### config.mk
export PLATFORM = sky130hd
export DESIGN_NAME = lpwc_top
export DESIGN_NICKNAME = d
export VERILOG_FILES = /design/src/rtl/lpwc_pkg.sv /design/src/rtl/lpwc_top.sv
export VERILOG_INCLUDE_DIRS = /design/src /design/src/rtl
export SDC_FILE = /design/constraint.sdc
export NUM_CORES = 1
export LEC_CHECK = 0
export ABC_AREA = 1
export BUFFER_PORTS_ARGS = -buffer_cell sky130_fd_sc_hd__buf_2
export CAP_MARGIN = 20
export CELL_PAD_IN_SITES_DETAIL_PLACEMENT = 1
export CELL_PAD_IN_SITES_GLOBAL_PLACEMENT = 1
export CORE_MARGIN = 8
export CORE_UTILIZATION = 43
export DETAILED_ROUTE_END_ITERATION = 8
export GPL_TIMING_DRIVEN = 0
export HOLD_SLACK_MARGIN = 0.15
export PLACE_DENSITY = 0.88
export SYNTH_ARGS = -nofsm -noshare
export SYNTH_HDL_FRONTEND = slang
export SYNTH_SLANG_ARGS = --single-unit
### constraint.sdc
create_clock -name ref_clk -period 2.8 [get_ports ref_clk]
set_clock_uncertainty 0.05 [all_clocks]
set_input_delay 0.42 -clock ref_clk [delete_from_list [all_inputs] [get_ports ref_clk]]
set_output_delay 0.42 -clock ref_clk [all_outputs]
set_load 0.03 [all_outputs]
### src/rtl/lpwc_params.svh
`ifndef LPWC_PARAMS_SVH
`define LPWC_PARAMS_SVH
`define LPWC_OFS_MODE      8'h11
`define LPWC_OFS_WAKE_CTL  8'h12
`define LPWC_OFS_WAKE_TIM  8'h13
`define LPWC_OFS_WAKE_SRC  8'h14
`define LPWC_RST_WAKE_CTL  8'h3f
`define LPWC_RST_WAKE_TIM  8'h00
`define LPWC_RST_WAKE_SRC  8'h00
`define LPWC_CYCLIC_SENSE_SELECT_MSB     7
`define LPWC_CYCLIC_SENSE_SELECT_LSB     6
`define LPWC_FWM_MSB       7
`define LPWC_FWM_LSB       4
`define LPWC_CST_MSB       3
`define LPWC_CST_LSB       0
`define LPWC_FWU_BIT       7
`define LPWC_BUSWU_BIT     6
`define LPWC_MODE_NORMAL   2'h0
`define LPWC_MODE_STOP     2'h1
`define LPWC_MODE_SLEEP    2'h2
`define LPWC_MS_NS         1000000
`define LPWC_CLK_NS        100
`endif

### src/rtl/lpwc_pkg.sv
package lpwc_pkg;
    typedef enum logic [2:0] {
        LPWC_NORMAL,
        LPWC_STOP,
        LPWC_SLEEP,
        LPWC_RESET,
        LPWC_POWER_ON
    } lpwc_mode_type;
endpackage

### src/rtl/lpwc_top.sv
// How it works
// - stop exits on host normal-mode write
// - host-request wake sets no source flag
// - stop: low-voltage/external reset enters reset mode
// - sleep: supply below threshold enters power-on
// - wake control layout; reset 0x3f
// - select codes pick high-side outputs
// - no enables: still switch, detect no input change
// - forced wake runs with any select
// - enable bit arms its input
// - multiplier field; zero disables forced wake
// - codes double 1x to 1024x; 11xx=1024x
// - period field: 1 ms up to 1000 ms
// - source flags: forced, bus, inputs
// - armed input change sets its flag
// - source read clears; writes ignored
// - stop refused until source read after wake
// - cyclic mode compares sample to sample
// - forced plus input reports forced only
// - stop wake: irq, normal; sleep: reset
`timescale 1ns/1ps
`default_nettype none
`include "lpwc_params.svh"
module lpwc_top #(
    parameter int unsigned CYCLES_PER_MS = `LPWC_MS_NS / `LPWC_CLK_NS
) (
    input  wire logic                   ref_clk,       // base clock
    input  wire logic                   srst,          // sync reset
    input  wire logic                   ce,            // clock enable
    input  wire logic                   reg_wr,        // link write strobe
    input  wire logic                   reg_rd,        // link read strobe
    input  wire logic [7:0]             reg_addr,      // register offset
    input  wire logic [7:0]             reg_wdata,     // write data
    input  wire logic [5:0]             wake_in,       // wake input levels
    input  wire logic                   bus_wake,      // bus wake pulse
    input  wire logic                   lvr_evt,       // core low voltage
    input  wire logic                   ext_rst_evt,   // external reset
    input  wire logic                   supply_low,    // supply below threshold
    input  wire logic                   reset_done,    // reset/power-on over
    output logic [7:0]                  reg_rdata,     // read data
    output lpwc_pkg::lpwc_mode_type     mode_state,    // current mode
    output logic                        wake_irq,      // stop wake pulse
    output logic                        hs1_on,        // high side one
    output logic                        hs2_on,        // high side two
    output logic                        core_supply_low_voltage_flag, // pulse
    output logic                        external_reset_flag           // pulse
);
    import lpwc_pkg::*;

    function automatic logic [9:0] period_ms(input logic [3:0] code);
        case (code)
            4'h0: period_ms = 10'd1;
            4'h1: period_ms = 10'd2;
            4'h2: period_ms = 10'd5;
            4'h3: period_ms = 10'd10;
            4'h4: period_ms = 10'd20;
            4'h5: period_ms = 10'd50;
            4'h6: period_ms = 10'd100;
            4'h7: period_ms = 10'd200;
            4'h8: period_ms = 10'd500;
            default: period_ms = 10'd1000;
        endcase
    endfunction

    function automatic logic [10:0] mult(input logic [3:0] code);
        if (code == 4'h0) begin
            mult = 11'h0;
        end else if (code >= 4'hb) begin
            mult = 11'h400;
        end else begin
            mult = 11'h1 << (code - 4'h1);
        end
    endfunction

    lpwc_mode_type mode_q;
    logic [7:0]    wake_ctl_q;
    logic [7:0]    wake_tim_q;
    logic [7:0]    wake_src_q;
    logic [7:0]    rdata_q;
    logic          src_read_q;
    logic          irq_q;
    logic          hs1_q;
    logic          hs2_q;
    logic          lvr_q;
    logic          exr_q;
    logic [5:0]    sync1_q;
    logic [5:0]    sync2_q;
    logic [5:0]    ref_q;
    logic [31:0]   ms_cnt_q;
    logic [9:0]    cs_cnt_q;
    logic [10:0]   fw_cnt_q;

    logic          low_pwr;
    logic          ms_tick;
    logic          cs_evt;
    logic          fw_evt;
    logic [1:0]    cs_sel;
    logic [5:0]    change;
    logic [7:0]    wake_set;
    logic          wake_evt;
    logic          wr_mode;
    logic          rd_src;

    assign low_pwr  = (mode_q == LPWC_STOP) || (mode_q == LPWC_SLEEP);
    assign cs_sel   = wake_ctl_q[`LPWC_CYCLIC_SENSE_SELECT_MSB:`LPWC_CYCLIC_SENSE_SELECT_LSB];
    assign ms_tick  = low_pwr && (ms_cnt_q == CYCLES_PER_MS - 1);
    assign cs_evt   = ms_tick &&
                      (cs_cnt_q == period_ms(wake_tim_q[`LPWC_CST_MSB:`LPWC_CST_LSB]) - 10'd1);
    assign fw_evt   = cs_evt && (mult(wake_tim_q[`LPWC_FWM_MSB:`LPWC_FWM_LSB]) != 11'h0) &&
                      (fw_cnt_q == mult(wake_tim_q[`LPWC_FWM_MSB:`LPWC_FWM_LSB]) - 11'h1);
    assign wr_mode  = reg_wr && (reg_addr == `LPWC_OFS_MODE);
    assign rd_src   = reg_rd && (reg_addr == `LPWC_OFS_WAKE_SRC);

    always_comb begin
        change = 6'h0;
        if (low_pwr && ((cs_sel == 2'b00) || cs_evt)) begin
            change = (sync2_q ^ ref_q) & wake_ctl_q[5:0];
        end
    end

    always_comb begin
        wake_set = 8'h0;
        if (low_pwr) begin
            if (fw_evt) begin
                wake_set[`LPWC_FWU_BIT] = 1'b1;
            end else begin
                wake_set[5:0] = change;
            end
            wake_set[`LPWC_BUSWU_BIT] = bus_wake;
        end
    end
    assign wake_evt = |wake_set;

    // input synchroniser and reference level
    always_ff @(posedge ref_clk) begin
        if (srst) begin
            sync1_q <= 6'h0;
            sync2_q <= 6'h0;
            ref_q   <= 6'h0;
        end else if (ce) begin
            sync1_q <= wake_in;
            sync2_q <= sync1_q;
            if (!low_pwr || cs_sel == 2'b00 || cs_evt) begin
                ref_q <= sync2_q;
            end
        end
    end

    // sense and forced timers, idle outside low power
    always_ff @(posedge ref_clk) begin
        if (srst) begin
            ms_cnt_q <= 32'h0;
            cs_cnt_q <= 10'h0;
            fw_cnt_q <= 11'h0;
        end else if (ce) begin
            if (!low_pwr) begin
                ms_cnt_q <= 32'h0;
                cs_cnt_q <= 10'h0;
                fw_cnt_q <= 11'h0;
            end else if (ms_tick) begin
                ms_cnt_q <= 32'h0;
                if (cs_evt) begin
                    cs_cnt_q <= 10'h0;
                    fw_cnt_q <= fw_evt ? 11'h0 : fw_cnt_q + 11'h1;
                end else begin
                    cs_cnt_q <= cs_cnt_q + 10'h1;
                end
            end else begin
                ms_cnt_q <= ms_cnt_q + 32'h1;
            end
        end
    end

    // selected high-side strobes at each sense event
    always_ff @(posedge ref_clk) begin
        if (srst) begin
            hs1_q <= 1'b0;
            hs2_q <= 1'b0;
        end else if (ce) begin
            hs1_q <= cs_evt && cs_sel[0];
            hs2_q <= cs_evt && cs_sel[1];
        end
    end

    // register writes; source register ignores writes
    always_ff @(posedge ref_clk) begin
        if (srst) begin
            wake_ctl_q <= `LPWC_RST_WAKE_CTL;
            wake_tim_q <= `LPWC_RST_WAKE_TIM;
        end else if (ce && reg_wr) begin
            if (reg_addr == `LPWC_OFS_WAKE_CTL) begin
                wake_ctl_q <= reg_wdata;
            end
            if (reg_addr == `LPWC_OFS_WAKE_TIM) begin
                wake_tim_q <= reg_wdata;
            end
        end
    end

    // source flags: read clears, new set wins
    always_ff @(posedge ref_clk) begin
        if (srst) begin
            wake_src_q <= `LPWC_RST_WAKE_SRC;
        end else if (ce) begin
            wake_src_q <= (rd_src ? 8'h0 : wake_src_q) | wake_set;
        end
    end

    // read data
    always_ff @(posedge ref_clk) begin
        if (srst) begin
            rdata_q <= 8'h0;
        end else if (ce && reg_rd) begin
            case (reg_addr)
                `LPWC_OFS_WAKE_CTL: rdata_q <= wake_ctl_q;
                `LPWC_OFS_WAKE_TIM: rdata_q <= wake_tim_q;
                `LPWC_OFS_WAKE_SRC: rdata_q <= wake_src_q;
                `LPWC_OFS_MODE:     rdata_q <= {5'h0, mode_q};
                default:            rdata_q <= 8'h0;
            endcase
        end
    end

    // stop permitted only after a source read since last wake
    always_ff @(posedge ref_clk) begin
        if (srst) begin
            src_read_q <= 1'b1;
        end else if (ce) begin
            if (wake_evt || (mode_q == LPWC_STOP && wr_mode)) begin
                src_read_q <= 1'b0;
            end else if (rd_src) begin
                src_read_q <= 1'b1;
            end
        end
    end

    // mode sequencing
    always_ff @(posedge ref_clk) begin
        if (srst) begin
            mode_q <= LPWC_NORMAL;
            irq_q  <= 1'b0;
            lvr_q  <= 1'b0;
            exr_q  <= 1'b0;
        end else if (ce) begin
            irq_q <= 1'b0;
            lvr_q <= 1'b0;
            exr_q <= 1'b0;
            case (mode_q)
                LPWC_NORMAL: begin
                    if (wr_mode && reg_wdata[1:0] == `LPWC_MODE_STOP && src_read_q) begin
                        mode_q <= LPWC_STOP;
                    end else if (wr_mode && reg_wdata[1:0] == `LPWC_MODE_SLEEP) begin
                        mode_q <= LPWC_SLEEP;
                    end
                end
                LPWC_STOP: begin
                    if (lvr_evt || ext_rst_evt) begin
                        mode_q <= LPWC_RESET;
                        lvr_q  <= lvr_evt;
                        exr_q  <= ext_rst_evt;
                    end else if (wake_evt) begin
                        mode_q <= LPWC_NORMAL;
                        irq_q  <= 1'b1;
                    end else if (wr_mode && reg_wdata[1:0] == `LPWC_MODE_NORMAL) begin
                        mode_q <= LPWC_NORMAL;
                    end
                end
                LPWC_SLEEP: begin
                    if (supply_low) begin
                        mode_q <= LPWC_POWER_ON;
                    end else if (wake_evt) begin
                        mode_q <= LPWC_RESET;
                    end
                end
                LPWC_RESET, LPWC_POWER_ON: begin
                    if (reset_done) begin
                        mode_q <= LPWC_NORMAL;
                    end
                end
                default: mode_q <= LPWC_NORMAL;
            endcase
        end
    end

    assign reg_rdata                    = rdata_q;
    assign mode_state                   = mode_q;
    assign wake_irq                     = irq_q;
    assign hs1_on                       = hs1_q;
    assign hs2_on                       = hs2_q;
    assign core_supply_low_voltage_flag = lvr_q;
    assign external_reset_flag          = exr_q;

    stop_exit_a: assert property (@(posedge ref_clk) disable iff (srst)
        ce && mode_q == LPWC_STOP && wr_mode && reg_wdata[1:0] == `LPWC_MODE_NORMAL
        && !lvr_evt && !ext_rst_evt |=> mode_q == LPWC_NORMAL)
        else $error("stop not left on host request");
    host_noflag_a: assert property (@(posedge ref_clk) disable iff (srst)
        ce && mode_q == LPWC_STOP && wr_mode && !wake_evt && !rd_src
        |=> wake_src_q == $past(wake_src_q))
        else $error("host wake touched source flags");
    reset_wake_a: assert property (@(posedge ref_clk) disable iff (srst)
        ce && mode_q == LPWC_STOP && lvr_evt
        |=> mode_q == LPWC_RESET && core_supply_low_voltage_flag)
        else $error("low voltage in stop not to reset");
    power_on_a: assert property (@(posedge ref_clk) disable iff (srst)
        ce && mode_q == LPWC_SLEEP && supply_low |=> mode_q == LPWC_POWER_ON)
        else $error("supply loss not to power on");
    ctl_reset_a: assert property (@(posedge ref_clk)
        $fell(srst) |-> wake_ctl_q == `LPWC_RST_WAKE_CTL && wake_tim_q == `LPWC_RST_WAKE_TIM)
        else $error("control reset value wrong");
    forced_prio_a: assert property (@(posedge ref_clk) disable iff (srst)
        ce && fw_evt && !rd_src |=> wake_src_q[7] && wake_src_q[5:0] == $past(wake_src_q[5:0]))
        else $error("forced wake not sole source");
    read_clear_a: assert property (@(posedge ref_clk) disable iff (srst)
        ce && rd_src && !wake_evt |=> wake_src_q == 8'h0)
        else $error("source read did not clear");
    stop_gate_a: assert property (@(posedge ref_clk) disable iff (srst)
        ce && mode_q == LPWC_NORMAL && !src_read_q && wr_mode
        && reg_wdata[1:0] == `LPWC_MODE_STOP |=> mode_q == LPWC_NORMAL)
        else $error("stop taken before source read");
    stop_irq_a: assert property (@(posedge ref_clk) disable iff (srst)
        wake_irq |-> mode_q == LPWC_NORMAL && $past(mode_q) == LPWC_STOP)
        else $error("irq without stop wake");
endmodule
`default_nettype wire
Word-level counts from Yosys, hierarchy flattened
Memories as Yosys holds them, arrays and structs flattened. A register that Yosys moved wholly into a read port is not among the register bits.
Index checks and enable logic that the tools add are counted.
Operators by class
  add/subtract/negate cells: 6
  multiply operators: 0
  div/mod/pow operators: 0
  magnitude comparators: 1
  equal/unequal tests: 19
  shift-type cells: 1
  mux-type cells: 37
  bitwise operators: 3
  reduce and logical (&&, ||, !) cells: 38
Operators with widths (count)
  $mux 11: 6
  $mux 32: 2
  $add 32x1->32 const B: 1
  $eq 32x14->1 const B: 1
  $eq 8x5->1 const B: 4
  $pmux 8 s4: 1
  $mux 10: 3
  $mux 3: 8
  $logic_and 1x1->1: 16
  $mux 8: 2
  $mux 6: 2
  $pmux 3 s4: 1
  $add 11x1->11 const B: 1
  $eq 11x11->1: 1
  $reduce_bool 11->1: 1
  $shl 1x4->11 const A: 1
  $sub 11x1->11 const B: 1
  $add 10x1->10 const B: 1
  $eq 10x10->1: 1
  $mux 1: 10
  $reduce_and 2->1: 5
  $sub 10x1->10 const B: 1
  $mux 4: 2
  $or 8x8->8: 1
  other kinds (23): 32
Storage, ports and cells
  register bits after elaboration: 112
  bits in latches: 0
  RAM bits: 0
  memory bits (read-only): 160
  input bits: 32
  output and inout bits: 16
  word-level logic and storage cells: 123
  memories kept: 1
Memory list
  (no name shown): words 16, width 10, rd ports 1, clocked after memory_dff 1, write ports 0, RTL line lpwc_top.sv:51  | case (code)

Logic depth before layout (Yosys ltp)
  depth after elaboration: 13
  depth in mapped cells: 23
  gate-level depth less buffers: 23

Worst setup path before layout
Ideal clock, no wire load.
  path kind: reg2reg
  start point: reg wake_tim_q[4]
  end point: reg mode_q[0], in the netlist mode_state[0]
  library setup time: 0.128 ns
  arrival: 2.241 ns
  data required time: 2.622 ns
  path slack: 0.381 ns
  cell stages (with the launch flop): 20
  path buffers: 1
  period minus slack after synthesis: 2.419 ns
  path through: dfxtp_1 > inv_1 > nor2_2 > nand2_1 > ha_1 > xor2_1 > nand2_1 > nor2_1 > nand2_1 > nor2_2 > nand3_2 > nor2_4 > nand2_2 > buf_6 > o311ai_2 > nand3_2 > nand2_2 > nand2_1 > nand2_1 > nor2_1
Between the ends
  cells in the longest elaborated chain, start to end: 13
  elaborated cells between the ends (all ways): 21
RTL lines
  start: declaration: RTL line lpwc_top.sv:77  | logic [7:0] wake_tim_q;
  start signal: assignment: RTL line lpwc_top.sv:189  | wake_tim_q <= `LPWC_RST_WAKE_TIM;
  start signal: assignment: RTL line lpwc_top.sv:195  | wake_tim_q <= reg_wdata;
  $sub 4x1->4: RTL line lpwc_top.sv:71  | mult = 11'h1 << (code - 4'h1);
  $shl 1x4->11: RTL line lpwc_top.sv:71
  $mux 11: RTL line lpwc_top.sv:68  | end else if (code >= 4'hb) begin
  $mux 11 *: RTL line lpwc_top.sv:66  | if (code == 4'h0) begin
  $sub 11x1->11 or $reduce_bool 11->1 (tied branches): RTL line lpwc_top.sv:110, lpwc_top.sv:109
  $eq 11x11->1 or $logic_and 1x1->1 (tied branches): RTL line lpwc_top.sv:110, lpwc_top.sv:109
  $logic_and 1x1->1 *: RTL line lpwc_top.sv:109  | assign fw_evt = cs_evt && (mult(wake_tim_q[`LPWC_FWM_MSB:`LPWC_FWM_LSB]) != 11'h0) &&
  $mux 6 or $mux 1 (tied branches): RTL line lpwc_top.sv:124  | if (fw_evt) begin
  $mux 8 *: RTL line lpwc_top.sv:123  | if (low_pwr) begin
  $reduce_or 8->1 *: RTL line lpwc_top.sv:132  | assign wake_evt = |wake_set;
  $mux 3: RTL line lpwc_top.sv:261  | end else if (wake_evt) begin
  $mux 3: RTL line lpwc_top.sv:257  | if (lvr_evt || ext_rst_evt) begin
  $pmux 3 s4: RTL line lpwc_top.sv:248  | case (mode_q)
  end signal: assignment: RTL line lpwc_top.sv:251  | mode_q <= LPWC_STOP;
  end signal: assignment: RTL line lpwc_top.sv:258  | mode_q <= LPWC_RESET;
  end signal: assignment: RTL line lpwc_top.sv:262  | mode_q <= LPWC_NORMAL;
  end: declaration: RTL line lpwc_top.sv:75  | lpwc_mode_type mode_q;
Every way passes the cells marked *; elsewhere a longest branch is shown, timed or not.
A chain may end at the register's enable or synchronous reset.

Worst setup path in the final report
  start point: reg wake_tim_q[7]
  end point: reg mode_q[0], in the netlist mode_state[0]
Same word-level chain as after synthesis.

==> impl_metrics.tcl <==
set metrics [dict create \
    antenna_left 0 \
    synth_edf_count 0 \
    post-route-min-period_ns 2.87 \
    crit_arrival_ns 3.12 \
    grt_pass1_vias 7035 \
    core_region_area_um2 15100 \
    powerDensity_nw_per_um2 659 \
    ys.flop_type "dfxtp_1" \
    grt_pass1_wl_um 34700 \
    dp_slack_ns -0.185 \
    gp_congestion 0.869 \
    crit_fanout 6 \
    num_vias 6983 \
    finalCritPeriodShare_pct 102 \
    antenna_found_initial 0 \
    synth_area_um2 6640 \
    max_freq_mhz 349 \
    vias_per_cell 5.52 \
    cts_buffers 17 \
    drt-pass1-iter-count 5 \
    crit_type "reg -> reg" \
    fillers 2000 \
    grt_util_all_layers_pct 21.8 \
    final_common_cell "nand2_1" \
    crit_chain "nor2_4, nand3_4, ha_4, xor2_1, nand2_1, nor2_1, nand2_1, nor2_2, nand3_2, nor2_4, nand2_4, nand3_2, nand2_2, nor2_4, nand3_4, nand2_4, nand2_2, nand2_2, nor2_1" \
    syn2layout_area_growth_pct 20.2 \
    r2r_cells 19 \
    ys_seq_area_share_pct 36.8 \
    setup_violations 3 \
    worstPathRequired_ns 3.05 \
    post_route_cells_drive_above_1_share_pct 15.6 \
    regArea_um2 2450 \
    synthTopCellsByArea "dfxtp_1, nand2_1, nor2_1, inv_1, nand3_1" \
    failed_checks "setup timing" \
    slowest_delay_ns 0.38 \
    synth.avg_cell_area_um2 6.70 \
    die_h_um 140 \
    synthDominantCellAreaShare_pct 36.8 \
    hpwlAfterDp_um 15400 \
    clock_path_buffers 2 \
    io_pins 48 \
    num_antenna_cells 0 \
    fp-row-count 45 \
    whs_endpoint "sync1_q[4]" \
    peakVddDrop_uv 614 \
    multi_input_area_um2 3830 \
    clock_latency_ns 0.43 \
    drtIter0Drc 388 \
    grt_max_degree 17 \
    yosys_warnings 0 \
    portBuffers 45 \
    layout_setup_ws_ns -0.0690 \
    synthCells 991 \
    worstHoldStart "wake_in[4]" \
    start_kind "register" \
    crit_slowest_cell "dfxtp_4" \
    slew_violations 0 \
    start_util_pct 43.8 \
    dieArea_um2 19700 \
    cts-htree-levels 4 \
    clock-sinks 122 \
    hold_violations 0 \
    min_path_cells 3 \
    min_path_type "in -> reg" \
    r2r-start "wake_tim_q[7]" \
    fin_nets 1108 \
    drv_cap 0 \
    ys_async_sr_fraction_pct 0 \
    yosys.area.top_type "dfxtp_1" \
    synth_cell_types 48 \
    wl_per_cell_um 17.6 \
    synth-seq-cells 122 \
    cts.clk_slew.worst_paths_ns 0.06 \
    synth_fp_nets 1034 \
    fp.dieW_um 140 \
    r2r_setup_slack_ns -0.07 \
    drc 0 \
    rsz0062_at_grt "yes" \
    wirelength_um 22300 \
    status "complete, but fails checks" \
    p_leak_nw 3.33 \
    layout_common_cells "nand2_1, nor2_1, dfxtp_1" \
    worst_pin_slew_ns 0.915 \
    grt.overflow.total 0 \
    cts_hold_buf 0 \
    cts_root_buf "clkbuf_16" \
    r2r_end "mode_state[0]" \
    relSlewSlack_pct 38.5 \
    fin_util_pct 52.7 \
    cts_tree "yes" \
    crit_path_end_kind "register" \
]
[through the flow]
stage                     setup TNS [ns]  instances  area [µm²]  total power [mW]  hold slack (ns)
after floorplan                        0        991        6640              2.49            0.389
after global placement            -0.154       1224        7100              2.73            0.398
after detailed placement           -1.41       1224        7100              2.75            0.407
after CTS                        -0.0134       1256        7750              5.12            0.151
after global routing              -0.873       1266        7980              5.46            0.150
final                             -0.133       1266        7980              5.25            0.157
[where the power goes]
group	total [mW]	switching, mW	leakage, nW	internal (mW)
clock	2.36	0.916	0.296	1.45
sequential	1.87	0.0630	0.990	1.80
combinational	1.03	0.705	2.04	0.322
[kinds of logic after synthesis]
kind of cell               count (synthesis)  share of synthesized area, %
buffers and inverters                    135                          7.80
adders and majority gates                 11                          2.07
xor gates and xnor gates                  28                          3.69
DFF                                      122                          36.8
and+or+nand+nor                          536                          35.4
AOI/OAI and AO/OA                        159                          14.2
[area by class of cell]
| type | instances | area share [%] |
|---|---|---|
| buffer | 21 | 1.24 |
| clock buffer | 18 | 5.51 |
| clock inverter | 14 | 2.32 |
| inverter | 114 | 5.37 |
| multi-input combinational | 734 | 48.0 |
| sequential | 122 | 30.7 |
| tap | 188 | 2.95 |
| timing repair buffer | 55 | 3.92 |
[state kept, by name (all words and copies together), names as in the netlist, 3 cells and up, named ones only]
name and flops:
wake_src_q 8, mode_state 3, wake_tim_q 8, cs_cnt_q 10, fw_cnt_q 11, sync2_q 6
ref_q 6, sync1_q 6, wake_ctl_q 8, ms_cnt_q 32, reg_rdata 8
[how the worst max path moves through the flow]
stage | startpoint | end | slack, ns | cells after the start
6_report | wake_tim_q[7] | mode_state[0] | -0.07 | 19
3_3_place_gp | reg_addr[5] | register | -0.05 | 16
4_1_cts | wake_tim_q[4] | mode_state[0] | -0.01 | 20
2_1_floorplan | wake_tim_q[4] | mode_state[0] | 0.38 | 19
3_5_place_dp | reg_addr[5] | register | -0.18 | 16
5_1_grt | wake_tim_q[7] | mode_state[0] | -0.19 | 21
[what timing repair did]
action	in CTS	in global routing
setup buffers	0	10
gates resized for setup	10	35
setup endpoints to repair	34	50
pin swaps	1	22
[synthesized netlist by cell type, types with 2 or more instances]
cell type and n:
o211ai_1 5, o21bai_1 2, nor2_1 156, clkinv_1 2, a21boi_0 2, o32ai_1 7
xor2_1 23, nand3_2 6, a211oi_1 6, a31oi_1 3, nand2_1 236, nor3b_1 2
dfxtp_1 122, o21a_1 3, nand2_2 6, o21ai_1 5, nor3_1 22, ha_1 11
buf_2 2, a21oi_1 54, nor2_4 6, nor4_1 11, inv_1 99, buf_1 2
clkbuf_1 15, o41ai_1 2, nand4_1 17, xnor2_1 5, or2_2 3, inv_2 13
o2111ai_1 4, nand3b_1 2, o31ai_1 2, o21ai_0 56, nor2_2 9, o221ai_1 2
nand3_1 57
[routing by layer]
layer | track usage (%) | vias to the layer above | part of all wire [%]
met5 | 0 | - | 0
met4 | 9.26 | 0 | 2.6
met3 | 4.62 | 42 | 3.9
met2 | 38.0 | 153 | 50
met1 | 25.4 | 3390 | 43
li1 | - | 3398 | -
[worst max-delay path, delay by kind of cell, from the launching register on]
kind / cells / cell delay [ns]
XOR/XNOR: 1 / 0.15
flip-flops: 1 / 0.38
AND/OR/NAND/NOR: 17 / 1.88
adder cells (fa/ha/maj): 1 / 0.28
No activity file was read; power rests on OpenSTA's default activity.
